===== config.mk =====
export PLATFORM = sky130hd
export DESIGN_NAME = pidib_integral_branch
export DESIGN_NICKNAME = d
export VERILOG_FILES = /design/src/pidib_pkg.sv /design/src/pidib_integral_branch.sv /design/src/pidib_reset_sync.sv /design/src/pidib_sat_add.sv
export SDC_FILE = /design/constraint.sdc
export NUM_CORES = 1
export LEC_CHECK = 0
export BUFFER_PORTS_ARGS = -buffer_cell sky130_fd_sc_hd__buf_2
export CORE_MARGIN = 10
export CORE_UTILIZATION = 50
export CTS_CLUSTER_SIZE = 14
export DETAILED_ROUTE_END_ITERATION = 6
export PLACE_DENSITY = 0.8
export SLEW_MARGIN = 0
export SYNTH_ARGS = -nofsm -noshare
export SYNTH_HDL_FRONTEND = slang
export SYNTH_SLANG_ARGS = --single-unit
export TNS_END_PERCENT = 10

===== constraint.sdc =====
create_clock -name clock -period 9.87 [get_ports clock]
set_input_delay 1.4805 -clock clock [delete_from_list [all_inputs] [get_ports clock]]
set_output_delay 1.4805 -clock clock [all_outputs]
set_load 0.01 [all_outputs]

===== src/pidib_pkg.sv =====
package pidib_pkg;

  // ----------------------------------------
  // widths
  // ----------------------------------------
  localparam int ERR_W = 9;
  localparam int GAIN_W = 14;
  localparam int MULT_W = ERR_W + 1;
  localparam int ACC_W = MULT_W + GAIN_W;
  localparam int DATA_W = 32;
  localparam int ADDR_W = 8;
  localparam int SYNC_STAGES = 2;

  // ----------------------------------------
  // register offsets
  // ----------------------------------------
  localparam logic [ADDR_W-1:0] OFS_CTRL = 8'h00;
  localparam logic [ADDR_W-1:0] OFS_GAIN = 8'h04;
  localparam logic [ADDR_W-1:0] OFS_UPPER = 8'h08;
  localparam logic [ADDR_W-1:0] OFS_LOWER = 8'h0c;
  localparam logic [ADDR_W-1:0] OFS_ACC = 8'h10;
  localparam logic [ADDR_W-1:0] OFS_STATUS = 8'h14;
  localparam logic [ADDR_W-1:0] OFS_SAMPLE = 8'h18;

  // ----------------------------------------
  // field positions and reset values
  // ----------------------------------------
  localparam int CTRL_FREEZE_BIT = 0;
  localparam int CTRL_SUM_BIT = 1;
  localparam int STAT_HIGH_BIT = 0;
  localparam int STAT_LOW_BIT = 1;
  localparam int STAT_FROZEN_BIT = 2;
  localparam logic signed [GAIN_W-1:0] GAIN_RESET = 14'h0000;
  localparam logic signed [ACC_W-1:0] ACC_MAX = 24'h7fffff;
  localparam logic signed [ACC_W-1:0] ACC_MIN = 24'h800000;
  localparam logic signed [ACC_W-1:0] ACC_RESET = 24'h000000;

  // ----------------------------------------
  // carriers
  // ----------------------------------------
  typedef struct packed {
    logic [ADDR_W-1:0] addr;
    logic [DATA_W-1:0] wdata;
    logic wr;
    logic rd;
  } pidib_bus_s;

  typedef struct packed {
    logic freeze;
    logic sumMode;
    logic signed [GAIN_W-1:0] gain;
    logic signed [ACC_W-1:0] upper;
    logic signed [ACC_W-1:0] lower;
  } pidib_cfg_s;

  // upper limit first, so a crossed pair settles on the lower one
  function automatic logic signed [ACC_W-1:0] clampLimits(input logic signed [ACC_W-1:0] v,
                                                          input logic signed [ACC_W-1:0] hi,
                                                          input logic signed [ACC_W-1:0] lo);
    logic signed [ACC_W-1:0] t;
    t = (v > hi) ? hi : v;
    return (t < lo) ? lo : t;
  endfunction

  function automatic logic [DATA_W-1:0] zeroExtAcc(input logic signed [ACC_W-1:0] v);
    return {{(DATA_W-ACC_W){1'b0}}, v};
  endfunction

endpackage


===== src/pidib_integral_branch.sv =====
module pidib_integral_branch
  import pidib_pkg::*;
(
  input wire logic clock,
  input wire logic nrst,
  input wire logic update,
  input wire logic signed [ERR_W-1:0] errorSample,
  input wire pidib_bus_s busReq,
  output logic [DATA_W-1:0] rdata,
  output logic signed [ACC_W-1:0] integratorOut,
  output logic outValid
);

  // ----------------------------------------
  // reset
  // ----------------------------------------
  logic rstN;

  pidib_reset_sync u_rst (
    .clock(clock),
    .nrst(nrst),
    .rstSyncN(rstN)
  );

  // ----------------------------------------
  // registers
  // ----------------------------------------
  pidib_cfg_s cfg;
  logic signed [ACC_W-1:0] acc;
  logic signed [ERR_W-1:0] prevSample;
  logic signed [ERR_W-1:0] lastSample;
  logic clampedHigh;
  logic clampedLow;

  // ----------------------------------------
  // bus decode
  // ----------------------------------------
  logic wrCtrl;
  logic wrGain;
  logic wrUpper;
  logic wrLower;
  logic accWr;
  logic signed [ACC_W-1:0] wrAccValue;

  assign wrCtrl = busReq.wr && (busReq.addr == OFS_CTRL);
  assign wrGain = busReq.wr && (busReq.addr == OFS_GAIN);
  assign wrUpper = busReq.wr && (busReq.addr == OFS_UPPER);
  assign wrLower = busReq.wr && (busReq.addr == OFS_LOWER);
  assign accWr = busReq.wr && (busReq.addr == OFS_ACC);
  assign wrAccValue = busReq.wdata[ACC_W-1:0];

  // ----------------------------------------
  // multiplier
  // ----------------------------------------
  logic signed [MULT_W-1:0] presentWide;
  logic signed [MULT_W-1:0] pairSum;
  logic signed [MULT_W-1:0] multiplicand;
  logic signed [ACC_W-1:0] product;

  assign presentWide = {errorSample[ERR_W-1], errorSample};
  assign pairSum = presentWide + {prevSample[ERR_W-1], prevSample};
  assign multiplicand = cfg.sumMode ? pairSum : presentWide;
  // 10-bit by 14-bit signed fits 24 bits exactly, so no guard is needed
  assign product = multiplicand * cfg.gain;

  // ----------------------------------------
  // accumulate, saturate, clamp
  // ----------------------------------------
  logic signed [ACC_W-1:0] satSum;
  logic satHigh;
  logic satLow;
  logic signed [ACC_W-1:0] limited;
  logic hitUpper;
  logic hitLower;
  logic doAccum;
  logic signed [ACC_W-1:0] next_acc;

  pidib_sat_add u_add (
    .acc(acc),
    .addend(product),
    .sum(satSum),
    .satHigh(satHigh),
    .satLow(satLow)
  );

  assign limited = clampLimits(satSum, cfg.upper, cfg.lower);
  assign hitUpper = satHigh || (satSum > cfg.upper);
  assign hitLower = satLow || (satSum < cfg.lower);
  assign doAccum = update && !cfg.freeze;
  // software write beats a colliding update so the preload is never lost
  assign next_acc = accWr ? wrAccValue : doAccum ? limited : acc;

  // ----------------------------------------
  // configuration registers
  // ----------------------------------------
  always_ff @(posedge clock or negedge rstN) begin
    if (!rstN) begin
      cfg.freeze <= 1'b0;
      cfg.sumMode <= 1'b0;
    end else if (wrCtrl) begin
      cfg.freeze <= busReq.wdata[CTRL_FREEZE_BIT];
      cfg.sumMode <= busReq.wdata[CTRL_SUM_BIT];
    end
  end

  always_ff @(posedge clock or negedge rstN) begin
    if (!rstN) begin
      cfg.gain <= GAIN_RESET;
    end else if (wrGain) begin
      cfg.gain <= busReq.wdata[GAIN_W-1:0];
    end
  end

  always_ff @(posedge clock or negedge rstN) begin
    if (!rstN) begin
      cfg.upper <= ACC_MAX;
      cfg.lower <= ACC_MIN;
    end else begin
      cfg.upper <= wrUpper ? busReq.wdata[ACC_W-1:0] : cfg.upper;
      cfg.lower <= wrLower ? busReq.wdata[ACC_W-1:0] : cfg.lower;
    end
  end

  // ----------------------------------------
  // accumulator and output
  // ----------------------------------------
  always_ff @(posedge clock or negedge rstN) begin
    if (!rstN) begin
      acc <= ACC_RESET;
      integratorOut <= ACC_RESET;
      outValid <= 1'b0;
    end else begin
      acc <= next_acc;
      integratorOut <= next_acc;
      outValid <= doAccum || accWr;
    end
  end

  // ----------------------------------------
  // sample history and status
  // ----------------------------------------
  always_ff @(posedge clock or negedge rstN) begin
    if (!rstN) begin
      prevSample <= '0;
      lastSample <= '0;
    end else if (doAccum) begin
      prevSample <= errorSample;
      lastSample <= errorSample;
    end
  end

  // flags describe the latest unfrozen update only
  always_ff @(posedge clock or negedge rstN) begin
    if (!rstN) begin
      clampedHigh <= 1'b0;
      clampedLow <= 1'b0;
    end else if (doAccum) begin
      clampedHigh <= hitUpper;
      clampedLow <= hitLower;
    end
  end

  // ----------------------------------------
  // read path
  // ----------------------------------------
  logic [DATA_W-1:0] ctrlWord;
  logic [DATA_W-1:0] statusWord;
  logic [DATA_W-1:0] readMux;

  assign ctrlWord = {{(DATA_W-2){1'b0}}, cfg.sumMode, cfg.freeze};
  assign statusWord = {{(DATA_W-3){1'b0}}, cfg.freeze, clampedLow, clampedHigh};

  always_comb begin
    case (busReq.addr)
      OFS_CTRL: readMux = ctrlWord;
      OFS_GAIN: readMux = {{(DATA_W-GAIN_W){1'b0}}, cfg.gain};
      OFS_UPPER: readMux = zeroExtAcc(cfg.upper);
      OFS_LOWER: readMux = zeroExtAcc(cfg.lower);
      OFS_ACC: readMux = zeroExtAcc(acc);
      OFS_STATUS: readMux = statusWord;
      OFS_SAMPLE: readMux = {{(DATA_W-ERR_W){1'b0}}, lastSample};
      default: readMux = '0;
    endcase
  end

  // data stand only in the cycle after the strobe
  always_ff @(posedge clock or negedge rstN) begin
    if (!rstN) begin
      rdata <= '0;
    end else begin
      rdata <= busReq.rd ? readMux : '0;
    end
  end

  logic signed [ACC_W+GAIN_W:0] refProduct;
  logic signed [ACC_W:0] refSum;

  assign refProduct = multiplicand * cfg.gain;
  assign refSum = acc + product;
endmodule // pidib_integral_branch


===== src/pidib_reset_sync.sv =====
module pidib_reset_sync
  import pidib_pkg::*;
(
  input wire logic clock,
  input wire logic nrst,
  output logic rstSyncN
);

  logic [SYNC_STAGES-1:0] stages;

  // assert at once, release only after two clean edges
  always_ff @(posedge clock or negedge nrst) begin
    if (!nrst) begin
      stages <= '0;
    end else begin
      stages <= {stages[SYNC_STAGES-2:0], 1'b1};
    end
  end

  assign rstSyncN = stages[SYNC_STAGES-1];

endmodule // pidib_reset_sync


===== src/pidib_sat_add.sv =====
module pidib_sat_add
  import pidib_pkg::*;
(
  input wire logic signed [ACC_W-1:0] acc,
  input wire logic signed [ACC_W-1:0] addend,
  output logic signed [ACC_W-1:0] sum,
  output logic satHigh,
  output logic satLow
);

  // ----------------------------------------
  // one extra bit catches any overflow
  // ----------------------------------------
  logic signed [ACC_W:0] wideSum;

  assign wideSum = {acc[ACC_W-1], acc} + {addend[ACC_W-1], addend};
  assign satHigh = (wideSum[ACC_W:ACC_W-1] == 2'b01);
  assign satLow = (wideSum[ACC_W:ACC_W-1] == 2'b10);
  assign sum = satHigh ? ACC_MAX : satLow ? ACC_MIN : wideSum[ACC_W-1:0];

endmodule // pidib_sat_add

Yosys cells after proc, flatten, opt, wreduce, memory -nomap -nowiden

Index checks and enable logic that the tools add are counted.

Register bits: 134
Logic and storage cells: 47

Reductions and logical operators: 12
Add/subtract/negate cells: 2
$mul: 1
Multiplexer cells: 9
Equal/unequal tests: 8
Magnitude comparators: 3

Operator list:

| operator             | count |
|---|---|
| $pmux W24 S7         | 1 |
| $mux W24             | 6 |
| $lt A24 B24 Y1       | 2 |
| $mux W32             | 1 |
| $add A24 B24 Y25     | 1 |
| $eq A8 B5 Y1 const B | 3 |
| $gt A24 B24 Y1       | 1 |
| $mul A10 B14 Y24     | 1 |
| $eq A8 B4 Y1 const B | 2 |
| $add A9 B9 Y10       | 1 |
| $mux W10             | 1 |
| $eq A8 B3 Y1 const B | 1 |
| $logic_not A8 Y1     | 1 |
| $logic_and A1 B1 Y1  | 6 |
| $logic_or A1 B1 Y1   | 3 |
| $eq A2 B1 Y1 const B | 1 |
| $eq A2 B2 Y1 const B | 1 |
| $reduce_bool A2 Y1   | 1 |
| $logic_not A1 Y1     | 1 |

Longest topological paths before layout

Gate-level depths: netlist (run 1).

Depth after elaboration: 13
Depth in mapped cells: 56
Gate-level depth less buffers: 50

Modules after synthesis

A second synthesis (run 1) with hierarchy kept.

Cell total of the unflattened synthesis: 1738
Area total of the unflattened synthesis: 15503.6 µm²

By module, submodules not included:

| module                | area each (µm²) | instances | cells an instance |
|---|---|---|---|
| pidib_integral_branch | 13420.4         | 1         | 1420 |
| pidib_sat_add         | 2029.4          | 1         | 315 |
| pidib_reset_sync      | 53.8            | 1         | 3 |

Worst setup path after synthesis (run 1)

OpenSTA, ideal clock, no wires.

Kind: input to register
Start: in errorSample[0]
End: reg acc[10]
Library setup time: 0.135 ns
Stages: 52
Data required time: 9.735 ns
Data arrival time: 12.184 ns
Setup slack: -2.448 ns
Path buffers: 6
Path through: ha_1 -> inv_1 -> fa_1 -> nor2b_1 -> o21ai_0 -> a21boi_1 -> o21ai_0 -> nand2b_1 -> a21o_1 -> a21oi_1 -> xnor2_1 -> mux2i_1 -> clkbuf_1 -> nand2b_1 -> fa_1 -> fa_1 -> inv_1 -> fa_1 -> (+16 left out) -> a2111oi_0 -> o21ai_0 -> o31ai_1 -> buf_2 -> buf_2 -> mux2_2 -> ha_1 -> nand4_1 -> nor2_1 -> and3_1 -> nand4_1 -> nor4_1 -> o31a_1 -> o21ai_1 -> o211ai_4 -> buf_6 -> mux2i_1 -> o22ai_1

Longest elaborated chain between the ends: 13

Ends and longest elaborated chain:

| element                    | line                         | text |
|---|---|---|
| start, declared            | pidib_integral_branch.sv:7   | `input wire logic signed [ERR_W-1:0] errorSample,` |
| $add A9 B9 Y10             | pidib_integral_branch.sv:61  | `assign pairSum = presentWide + {prevSample[ERR_W-1], prevSample};` |
| $mux W10 (*)               | pidib_integral_branch.sv:62  | `assign multiplicand = cfg.sumMode ? pairSum : presentWide;` |
| $mul A10 B14 Y24 (*)       | pidib_integral_branch.sv:64  | `assign product = multiplicand * cfg.gain;` |
| $add A24 B24 Y25 (*)       | pidib_sat_add.sv:16          | `assign wideSum = {acc[ACC_W-1], acc} + {addend[ACC_W-1], addend};` |
| $eq A2 B2 Y1               | pidib_sat_add.sv:18          | `assign satLow = (wideSum[ACC_W:ACC_W-1] == 2'b10);` |
| $mux W24                   | pidib_sat_add.sv:19          | `assign sum = satHigh ? ACC_MAX : satLow ? ACC_MIN : wideSum[ACC_W-1:0];` |
| $mux W24 (*)               | pidib_sat_add.sv:19          |  |
| $gt A24 B24 Y1             | pidib_pkg.sv:61              | `t = (v > hi) ? hi : v;` |
| $mux W24 (*)               | pidib_pkg.sv:61              |  |
| $lt A24 B24 Y1             | pidib_pkg.sv:62              | `return (t < lo) ? lo : t;` |
| $mux W24 (*)               | pidib_pkg.sv:62              |  |
| $mux W24 (*) (2 in series) | pidib_integral_branch.sv:91  | `assign next_acc = accWr ? wrAccValue : doAccum ? limited : acc;` |
| end signal, assigned       | pidib_integral_branch.sv:133 | `acc <= next_acc;` |
| end, declared              | pidib_integral_branch.sv:29  | `logic signed [ACC_W-1:0] acc;` |

Mark *: on every way between the ends. The rest lies on a longest branch, timed or not. The select of a mux whose other input is x is not followed.
A chain may end at the register's enable or synchronous reset.

Final worst setup path (run 1)

Start: in errorSample[0]
End: reg acc[13]

Same word-level chain as after synthesis.

==> results of run 1 <==
[worst paths after layout]
| kind | from | to | slack, ps | cells past startpoint |
|---|---|---|---|---|
| max in group asynchronous | u_rst.stages[1]$_DFF_PN0_ | prevSample[8]$_DFFE_PN0P_ | 8040 | 1 |
| worst max register to register | prevSample[0]$_DFFE_PN0P_ | acc[13]$_DFFE_PN0P_ | -1810 | 53 |
| min in group asynchronous | u_rst.stages[1]$_DFF_PN0_ | rdata[22]$_DFF_PN0_ | 370 | 0 |
| worst max-delay path | errorSample[0] | acc[13]$_DFFE_PN0P_ | -2520 | 54 |
| worst min register to register | u_rst.stages[0]$_DFF_PN0_ | u_rst.stages[1]$_DFF_PN0_ | 350 | 0 |
| worst min-delay path | u_rst.stages[0]$_DFF_PN0_ | u_rst.stages[1]$_DFF_PN0_ | 350 | 0 |
[logic make-up after synthesis]
group           after synthesis  share of synthesized area [%]
compound gates              237                           11.1
flops                       126                           21.8
simple gates                327                           10.9
other cells                   2                         0.0515
fa+ha+maj                   317                           34.8
xor+xnor                     34                           2.10
mux                         131                           10.0
buf+inv                     341                           9.26
[state kept, by name (all words and copies together) (netlist names)]
name and flops:
cfg 64, u_rst.stages 2, acc 24, prevSample 9
clampedLow 1, outValid 1, clampedHigh 1, rdata 24
[per-layer routing]
metal,vias to the layer above,part of all wire (%),GRT usage [%]
li1,5649,-,-
met1,6633,38,33.1
met2,824,48,43.1
met3,202,9.5,5.05
met4,0,5.4,13.5
met5,-,0,0
[through the flow]
| step | power [uW] | utilization, % | setup TNS (ps) | area (sq um) |
|---|---|---|---|---|
| after detailed placement | 4750 | 60.1 | -66900 | 17300 |
| after global routing | 7280 | 66.2 | -66330 | 19000 |
| final | 6960 | 66.2 | -58040 | 19000 |
| after CTS | 6300 | 64.7 | -40810 | 18600 |
| after floorplan | 3260 | - | -36410 | 14900 |
| after global placement | 4640 | 60.1 | -57420 | 17300 |
[placed cells by master (no fill, tap or decap), types with 30 or more instances in the layout]
cell type and count:
sky130_fd_sc_hd__nand2_1 112, sky130_fd_sc_hd__dfrtp_1 101, sky130_fd_sc_hd__nor2_1 65, sky130_fd_sc_hd__fa_1 145
sky130_fd_sc_hd__buf_2 92, sky130_fd_sc_hd__ha_4 30, sky130_fd_sc_hd__nor2b_1 43, sky130_fd_sc_hd__buf_4 239
sky130_fd_sc_hd__inv_1 260, sky130_fd_sc_hd__ha_1 113, sky130_fd_sc_hd__and2_1 31, sky130_fd_sc_hd__mux2_2 93
sky130_fd_sc_hd__a21oi_1 59
[area by class of cell]
| cell class | count | share of cell area (%) |
|---|---|---|
| sequential | 126 | 16.8 |
| multi-input combinational | 1057 | 57.7 |
| timing repair buffer | 364 | 14.5 |
| clock buffer | 19 | 2.38 |
| clock inverter | 13 | 0.810 |
| tap | 384 | 2.53 |
| inverter | 269 | 5.31 |
[power by group through the flow]
stage          clock, uW  combinational [uW]  sequential [uW]
2_1_floorplan          0                2640              621
3_3_place_gp           0                3990              648
3_5_place_dp           0                4100              650
4_1_cts              655                5010              641
5_1_grt              678                5950              647
6_report             656                5650              647
[synth_stat cells (3+ instances only)]
| cell type | n | area, sq um |
|---|---|---|
| sky130_fd_sc_hd__inv_1 | 269 | 1010 |
| sky130_fd_sc_hd__fa_1 | 151 | 3020 |
| sky130_fd_sc_hd__ha_1 | 144 | 1800 |
| sky130_fd_sc_hd__nand2_1 | 115 | 432 |
| sky130_fd_sc_hd__dfrtp_1 | 102 | 2550 |
| sky130_fd_sc_hd__mux2_2 | 97 | 1090 |
| sky130_fd_sc_hd__a21oi_1 | 73 | 365 |
| sky130_fd_sc_hd__nor2_1 | 71 | 267 |
| sky130_fd_sc_hd__clkbuf_1 | 51 | 191 |
| sky130_fd_sc_hd__nor2b_1 | 47 | 294 |
| sky130_fd_sc_hd__and2_1 | 32 | 200 |
| sky130_fd_sc_hd__mux2i_1 | 29 | 290 |
| sky130_fd_sc_hd__o21ai_0 | 29 | 145 |
| sky130_fd_sc_hd__dfstp_2 | 24 | 631 |
| sky130_fd_sc_hd__o22ai_1 | 23 | 144 |
| sky130_fd_sc_hd__xnor2_1 | 22 | 193 |
| sky130_fd_sc_hd__a21o_1 | 20 | 150 |
| sky130_fd_sc_hd__a222oi_1 | 19 | 190 |
| sky130_fd_sc_hd__maj3_2 | 17 | 191 |
| sky130_fd_sc_hd__a22oi_1 | 14 | 105 |
| sky130_fd_sc_hd__nand2b_1 | 11 | 68.8 |
| sky130_fd_sc_hd__nand4_1 | 11 | 68.8 |
| sky130_fd_sc_hd__xor2_1 | 11 | 96.3 |
| sky130_fd_sc_hd__and3_1 | 10 | 62.6 |
| sky130_fd_sc_hd__buf_4 | 9 | 67.6 |
| sky130_fd_sc_hd__nor3_1 | 9 | 45.0 |
| sky130_fd_sc_hd__a31oi_1 | 8 | 50.1 |
| sky130_fd_sc_hd__a211oi_1 | 7 | 52.6 |
| sky130_fd_sc_hd__o21ai_1 | 7 | 35.0 |
| sky130_fd_sc_hd__buf_2 | 5 | 25.0 |
| sky130_fd_sc_hd__maj3_1 | 5 | 50.1 |
| sky130_fd_sc_hd__mux2_4 | 5 | 75.1 |
| sky130_fd_sc_hd__buf_6 | 4 | 45.0 |
| sky130_fd_sc_hd__nand3_1 | 4 | 20.0 |
| sky130_fd_sc_hd__buf_1 | 3 | 11.3 |
| sky130_fd_sc_hd__nor4_1 | 3 | 18.8 |
| sky130_fd_sc_hd__o21a_1 | 3 | 22.5 |
| sky130_fd_sc_hd__o21bai_1 | 3 | 22.5 |
| sky130_fd_sc_hd__or2_2 | 3 | 18.8 |
[what timing repair did]
item,in CTS,in global routing
pin swaps,34,51
buffers inserted,30,19
hold buffers,0,0
cloned,5,1
endpoints found under the setup margin,26,26
resized for setup,71,64
==> out/metrics.cfg, run 1 <==
[detailed_routing]
detailedRoute.firstIterationViolations=1446
route.detailed.drc=0
firstDrtPassIters=6
antenna_left=0
wire_per_inst_um=22.4
num_vias=13308
vias_per_cell=5.96
drt_wl_total_mm=50.0

[placed_design]
dp_slack_ps=-2770
place.detailed.instances=2148
io_buffer_count=94
gp_weighted_congestion=0.937
dp_hpwl_mm=34.9

[cts]
numCtsBuffers=17
worst_skew_pair.late_latency_ps=450
cts.root.buffer_cell=sky130_fd_sc_hd__clkbuf_16
clkSlewWorstSetupHoldPaths_ps=60
cts_tree=done
htree_num_levels=4
cts-root-to-sink-buffers=2
clock_sinks=126

[timing]
setup_repair_after_global_routing_missed_its_margin=yes
tightestPinTransition_ps=1220
report.final.setup_viol=25
setup_slack_ps=-2520
final.min_clock_period_ps=12390
hold_ws_ps=352
tightest_slew_margin_relative_to_the_limit_pct=18.3
period_share_pct=126
skew_ps=17.2
achievable-frequency_ghz=0.0807
hold_viol=0
slew_violations=0

[yosys]
netlist-cell-type-count=73
syn_avg_cell_area_sq_um=9.62
ys_seq_area_share_pct=21.8
yosys_warning_count=0
synth_edf_count=0
synth_ff_type=sky130_fd_sc_hd__dfrtp_1
postSynthRegisterBits=126
postSynthCellCount=1515
synth-async-reset-ratio_pct=100
synth_area_sq_um=14600

[finish]
finalNetCount=2184
num-fill-cells=2058
finalNonFillerCells=2232
diodes=0
area_delta_synth_final_pct=30.4
proportion_of_layout_cells_with_a_drive_suffix_above_1_pct=36.4
multiInputGateArea_sq_um=11000
seq_area_sq_um=3190

[outcome]
failing_checks=negative setup slack
outcome=complete, but fails checks

[die]
floorplan.initialDensity_pct=50.8
die_h_um=191
core_box_area_sq_um=28700
die_x_um=191
row_count=62
pin_count=111
fp.dieArea_sq_um=36400

[worst_setup_path]
critPathKind=input pin to flip-flop
required_time_reported_for_the_critical_path_endpoint_ps=10120
critical_path.most_common_cell=sky130_fd_sc_hd__fa_1
family_with_the_most_delay_on_the_worst_path=adder cells
crit_path_start_kind=input pin
cpMaxStageDelayCell=sky130_fd_sc_hd__fa_1
timing.critical_path.to_type=flip-flop
cpPeakStageDelay_ps=560
worst-endpoint-arrival_ps=12640
number_of_buffers_and_inverters_on_the_critical_path=11
max_fo_critical_path=14

[global_route]
grt_pass1_wl_mm=75.8
grt_usage_pct=26.5
initial_antenna_violation_count=0
first_global_vias=13949
grt_max_degree=76
grt.overflow.total=0

[pwr]
internal_power_uw=3850
combinationalPowerShare_pct=81.3
power.switching_uw=3110
p_sw_share_pct=44.7
cellLeakagePower_uw=0.00926
pwr_density_cell_nw_per_um2=366
pwr-share-clk_pct=9.4
pwr-share-seq_pct=9.3
peakVddDrop_v=0.000482

[hold_path]
min_path_type=flip-flop to flip-flop

[flow_run]
cap_violations=0

Note: power is estimated with default switching activity, not from simulation.
==> inputs of run 2 (changes only) <==
--- a/config.mk
+++ b/config.mk
@@ -11,6 +11,7 @@
 export CTS_CLUSTER_SIZE = 14
 export DETAILED_ROUTE_END_ITERATION = 6
 export PLACE_DENSITY = 0.8
+export SETUP_SLACK_MARGIN = 0.05
 export SLEW_MARGIN = 0
 export SYNTH_ARGS = -nofsm -noshare
 export SYNTH_HDL_FRONTEND = slang
==> run 2 against run 1 <==
Net effect: the run still ends with negative setup slack left; worst hold slack improved by 3.0 ps; power increased by 2.6%; sequential cell count unchanged.
==> out/metrics.cfg, run 2 (synthesis gave the netlist of run 1 again) <==
[outcome]
failing_checks=negative setup slack
outcome=complete, but fails checks

[timing]
final.min_clock_period_ps=12270
achievable-frequency_ghz=0.0815
setup_slack_ps=-2400
period_share_pct=124
report.final.setup_viol=25
slew_violations=0
tightestPinTransition_ps=1230
setup_repair_after_global_routing_missed_its_margin=yes
skew_ps=11.5
tightest_slew_margin_relative_to_the_limit_pct=17.9
hold_viol=0

[worst_setup_path]
cpPeakStageDelay_ps=560
worst-endpoint-arrival_ps=12550
timing.critical_path.to_type=flip-flop
family_with_the_most_delay_on_the_worst_path=adder cells
cpMaxStageDelayCell=sky130_fd_sc_hd__fa_1
required_time_reported_for_the_critical_path_endpoint_ps=10150
critPathKind=input pin to flip-flop
crit_path_start_kind=input pin
number_of_buffers_and_inverters_on_the_critical_path=11
max_fo_critical_path=14

[finish]
finalNetCount=2187
reg_top3=cfg x64, acc x24, rdata x24
finalInstanceArea_sq_um=19000
area_delta_synth_final_pct=30.7
largest-register=cfg
num-fill-cells=2057
mostFrequentLayoutCell=sky130_fd_sc_hd__inv_1
proportion_of_layout_cells_with_a_drive_suffix_above_1_pct=36.5
diodes=0
largest_reg_flops=64
fin_util_pct=66.4
layout.cells.most_common_list=sky130_fd_sc_hd__inv_1 (260), sky130_fd_sc_hd__buf_4 (238), sky130_fd_sc_hd__fa_1 (145), sky130_fd_sc_hd__nand2_1 (113), sky130_fd_sc_hd__ha_1 (113)

[placed_design]
gp_weighted_congestion=0.937
dp_slack_ps=-2770
dp_hpwl_mm=34.9
io_buffer_count=94
cell_area_after_placement_sq_um=17300

[cts]
cts-root-to-sink-buffers=2
clock_sinks=126
numCtsBuffers=17
clkSlewWorstSetupHoldPaths_ps=60
cts_tree=done
worst_skew_pair.late_latency_ps=450
cts.root.buffer_cell=sky130_fd_sc_hd__clkbuf_16
htree_num_levels=4

[flow_run]
cap_violations=0

[global_route]
grt_pass1_wl_mm=75.6
initial_antenna_violation_count=0
grt_max_degree=76
grt_usage_pct=26.5
first_global_vias=14014
grt.overflow.total=0

[detailed_routing]
detailedRoute.firstIterationViolations=1608
vias_per_cell=5.97
antenna_left=0
route.detailed.drc=0
wire_per_inst_um=22.6
firstDrtPassIters=7
num_vias=13336
drt_wl_total_mm=50.5

[pwr]
power.switching_uw=3170
combinationalPowerShare_pct=81.7
cellLeakagePower_uw=0.00929
internal_power_uw=3970
pwr-share-clk_pct=9.3
p_sw_share_pct=44.4
pwr-share-seq_pct=9.1
pwr_density_cell_nw_per_um2=375
peakVddDrop_v=0.000369

[hold_path]
min_path_type=flip-flop to flip-flop

[die]
die_x_um=191
pin_count=111
row_count=62
floorplan.initialDensity_pct=50.8
core_box_area_sq_um=28700
die_h_um=191
fp.dieArea_sq_um=36400

## run 2: changes by cell type in the layout (fill, tap and decap cells not counted), sizes merged
cell | previous run | this run
clkbuf | 19 | 20
buf | 363 | 365
## run 2: area by class of cell
cell class                      count  area (sq um)  share of cell area, %
Clock buffer                       19           453                   2.38
Timing Repair Buffer              367          2820                   14.8
Sequential cell                   126          3190                   16.7
Inverter                          269          1010                   5.30
Tap cell                          384           480                   2.52
Clock inverter                     13           154                  0.808
Multi-Input combinational cell   1057         10900                   57.5
## run 2: path summary, 6_finish.rpt
| kind | from | end | slack (ps) | cells after the start |
|---|---|---|---|---|
| setup reg to reg | prevSample[1]$_DFFE_PN0P_ | acc[14]$_DFFE_PN0P_ | -1730 | 55 |
| min in group asynchronous | u_rst.stages[1]$_DFF_PN0_ | rdata[22]$_DFF_PN0_ | 370 | 0 |
| hold reg to reg | u_rst.stages[0]$_DFF_PN0_ | u_rst.stages[1]$_DFF_PN0_ | 350 | 0 |
| setup / recovery | errorSample[0] | acc[14]$_DFFE_PN0P_ | -2400 | 53 |
| hold / removal | u_rst.stages[0]$_DFF_PN0_ | u_rst.stages[1]$_DFF_PN0_ | 350 | 0 |
| max in group asynchronous | u_rst.stages[1]$_DFF_PN0_ | prevSample[8]$_DFFE_PN0P_ | 8040 | 1 |
## run 2: layer usage
layer  global-route usage, %  vias to the layer above  routed length, um
li1                        -                     5648                  -
met1                    32.8                     6556              18700
met2                    43.4                      886              23700
met3                    4.92                      246               5170
met4                    13.4                        0               3070
met5                       0                        -                  0
## run 2: through the flow
stage          std cells  hold slack [ps]  setup TNS [ps]  total power (uW)
2_1_floorplan       1522              331          -36410              3260
3_3_place_gp        2148              337          -57420              4640
3_5_place_dp        2148              340          -66900              4750
4_1_cts             2215              358          -40780              6310
5_1_grt             2235              377          -64800              7470
6_report            2235              355          -55410              7140
## run 2: what timing repair did
action,4_1_cts,5_1_grt
gates resized for setup,72,62
hold buffers,0,0
gates cloned,6,1
endpoints found under the setup margin,26,26
pin swaps,35,52
setup buffers,30,19
## run 2: worst reg2reg max path, delay by kind of cell (launching register included)
kind | cells | cell delay (ps)
buf+inv | 16 | 1860
xor+xnor | 2 | 300
mux | 3 | 800
flops | 1 | 390
fa+ha+maj | 10 | 4180
compound gates | 13 | 1920
simple gates | 11 | 1990
## run 2: power groups by stage
stage | clock network (uW) | logic, uW | registers [uW]
6_report | 661 | 5830 | 647
2_1_floorplan | 0 | 2640 | 621
3_3_place_gp | 0 | 3990 | 648
3_5_place_dp | 0 | 4100 | 650
4_1_cts | 655 | 5020 | 641
5_1_grt | 683 | 6140 | 647
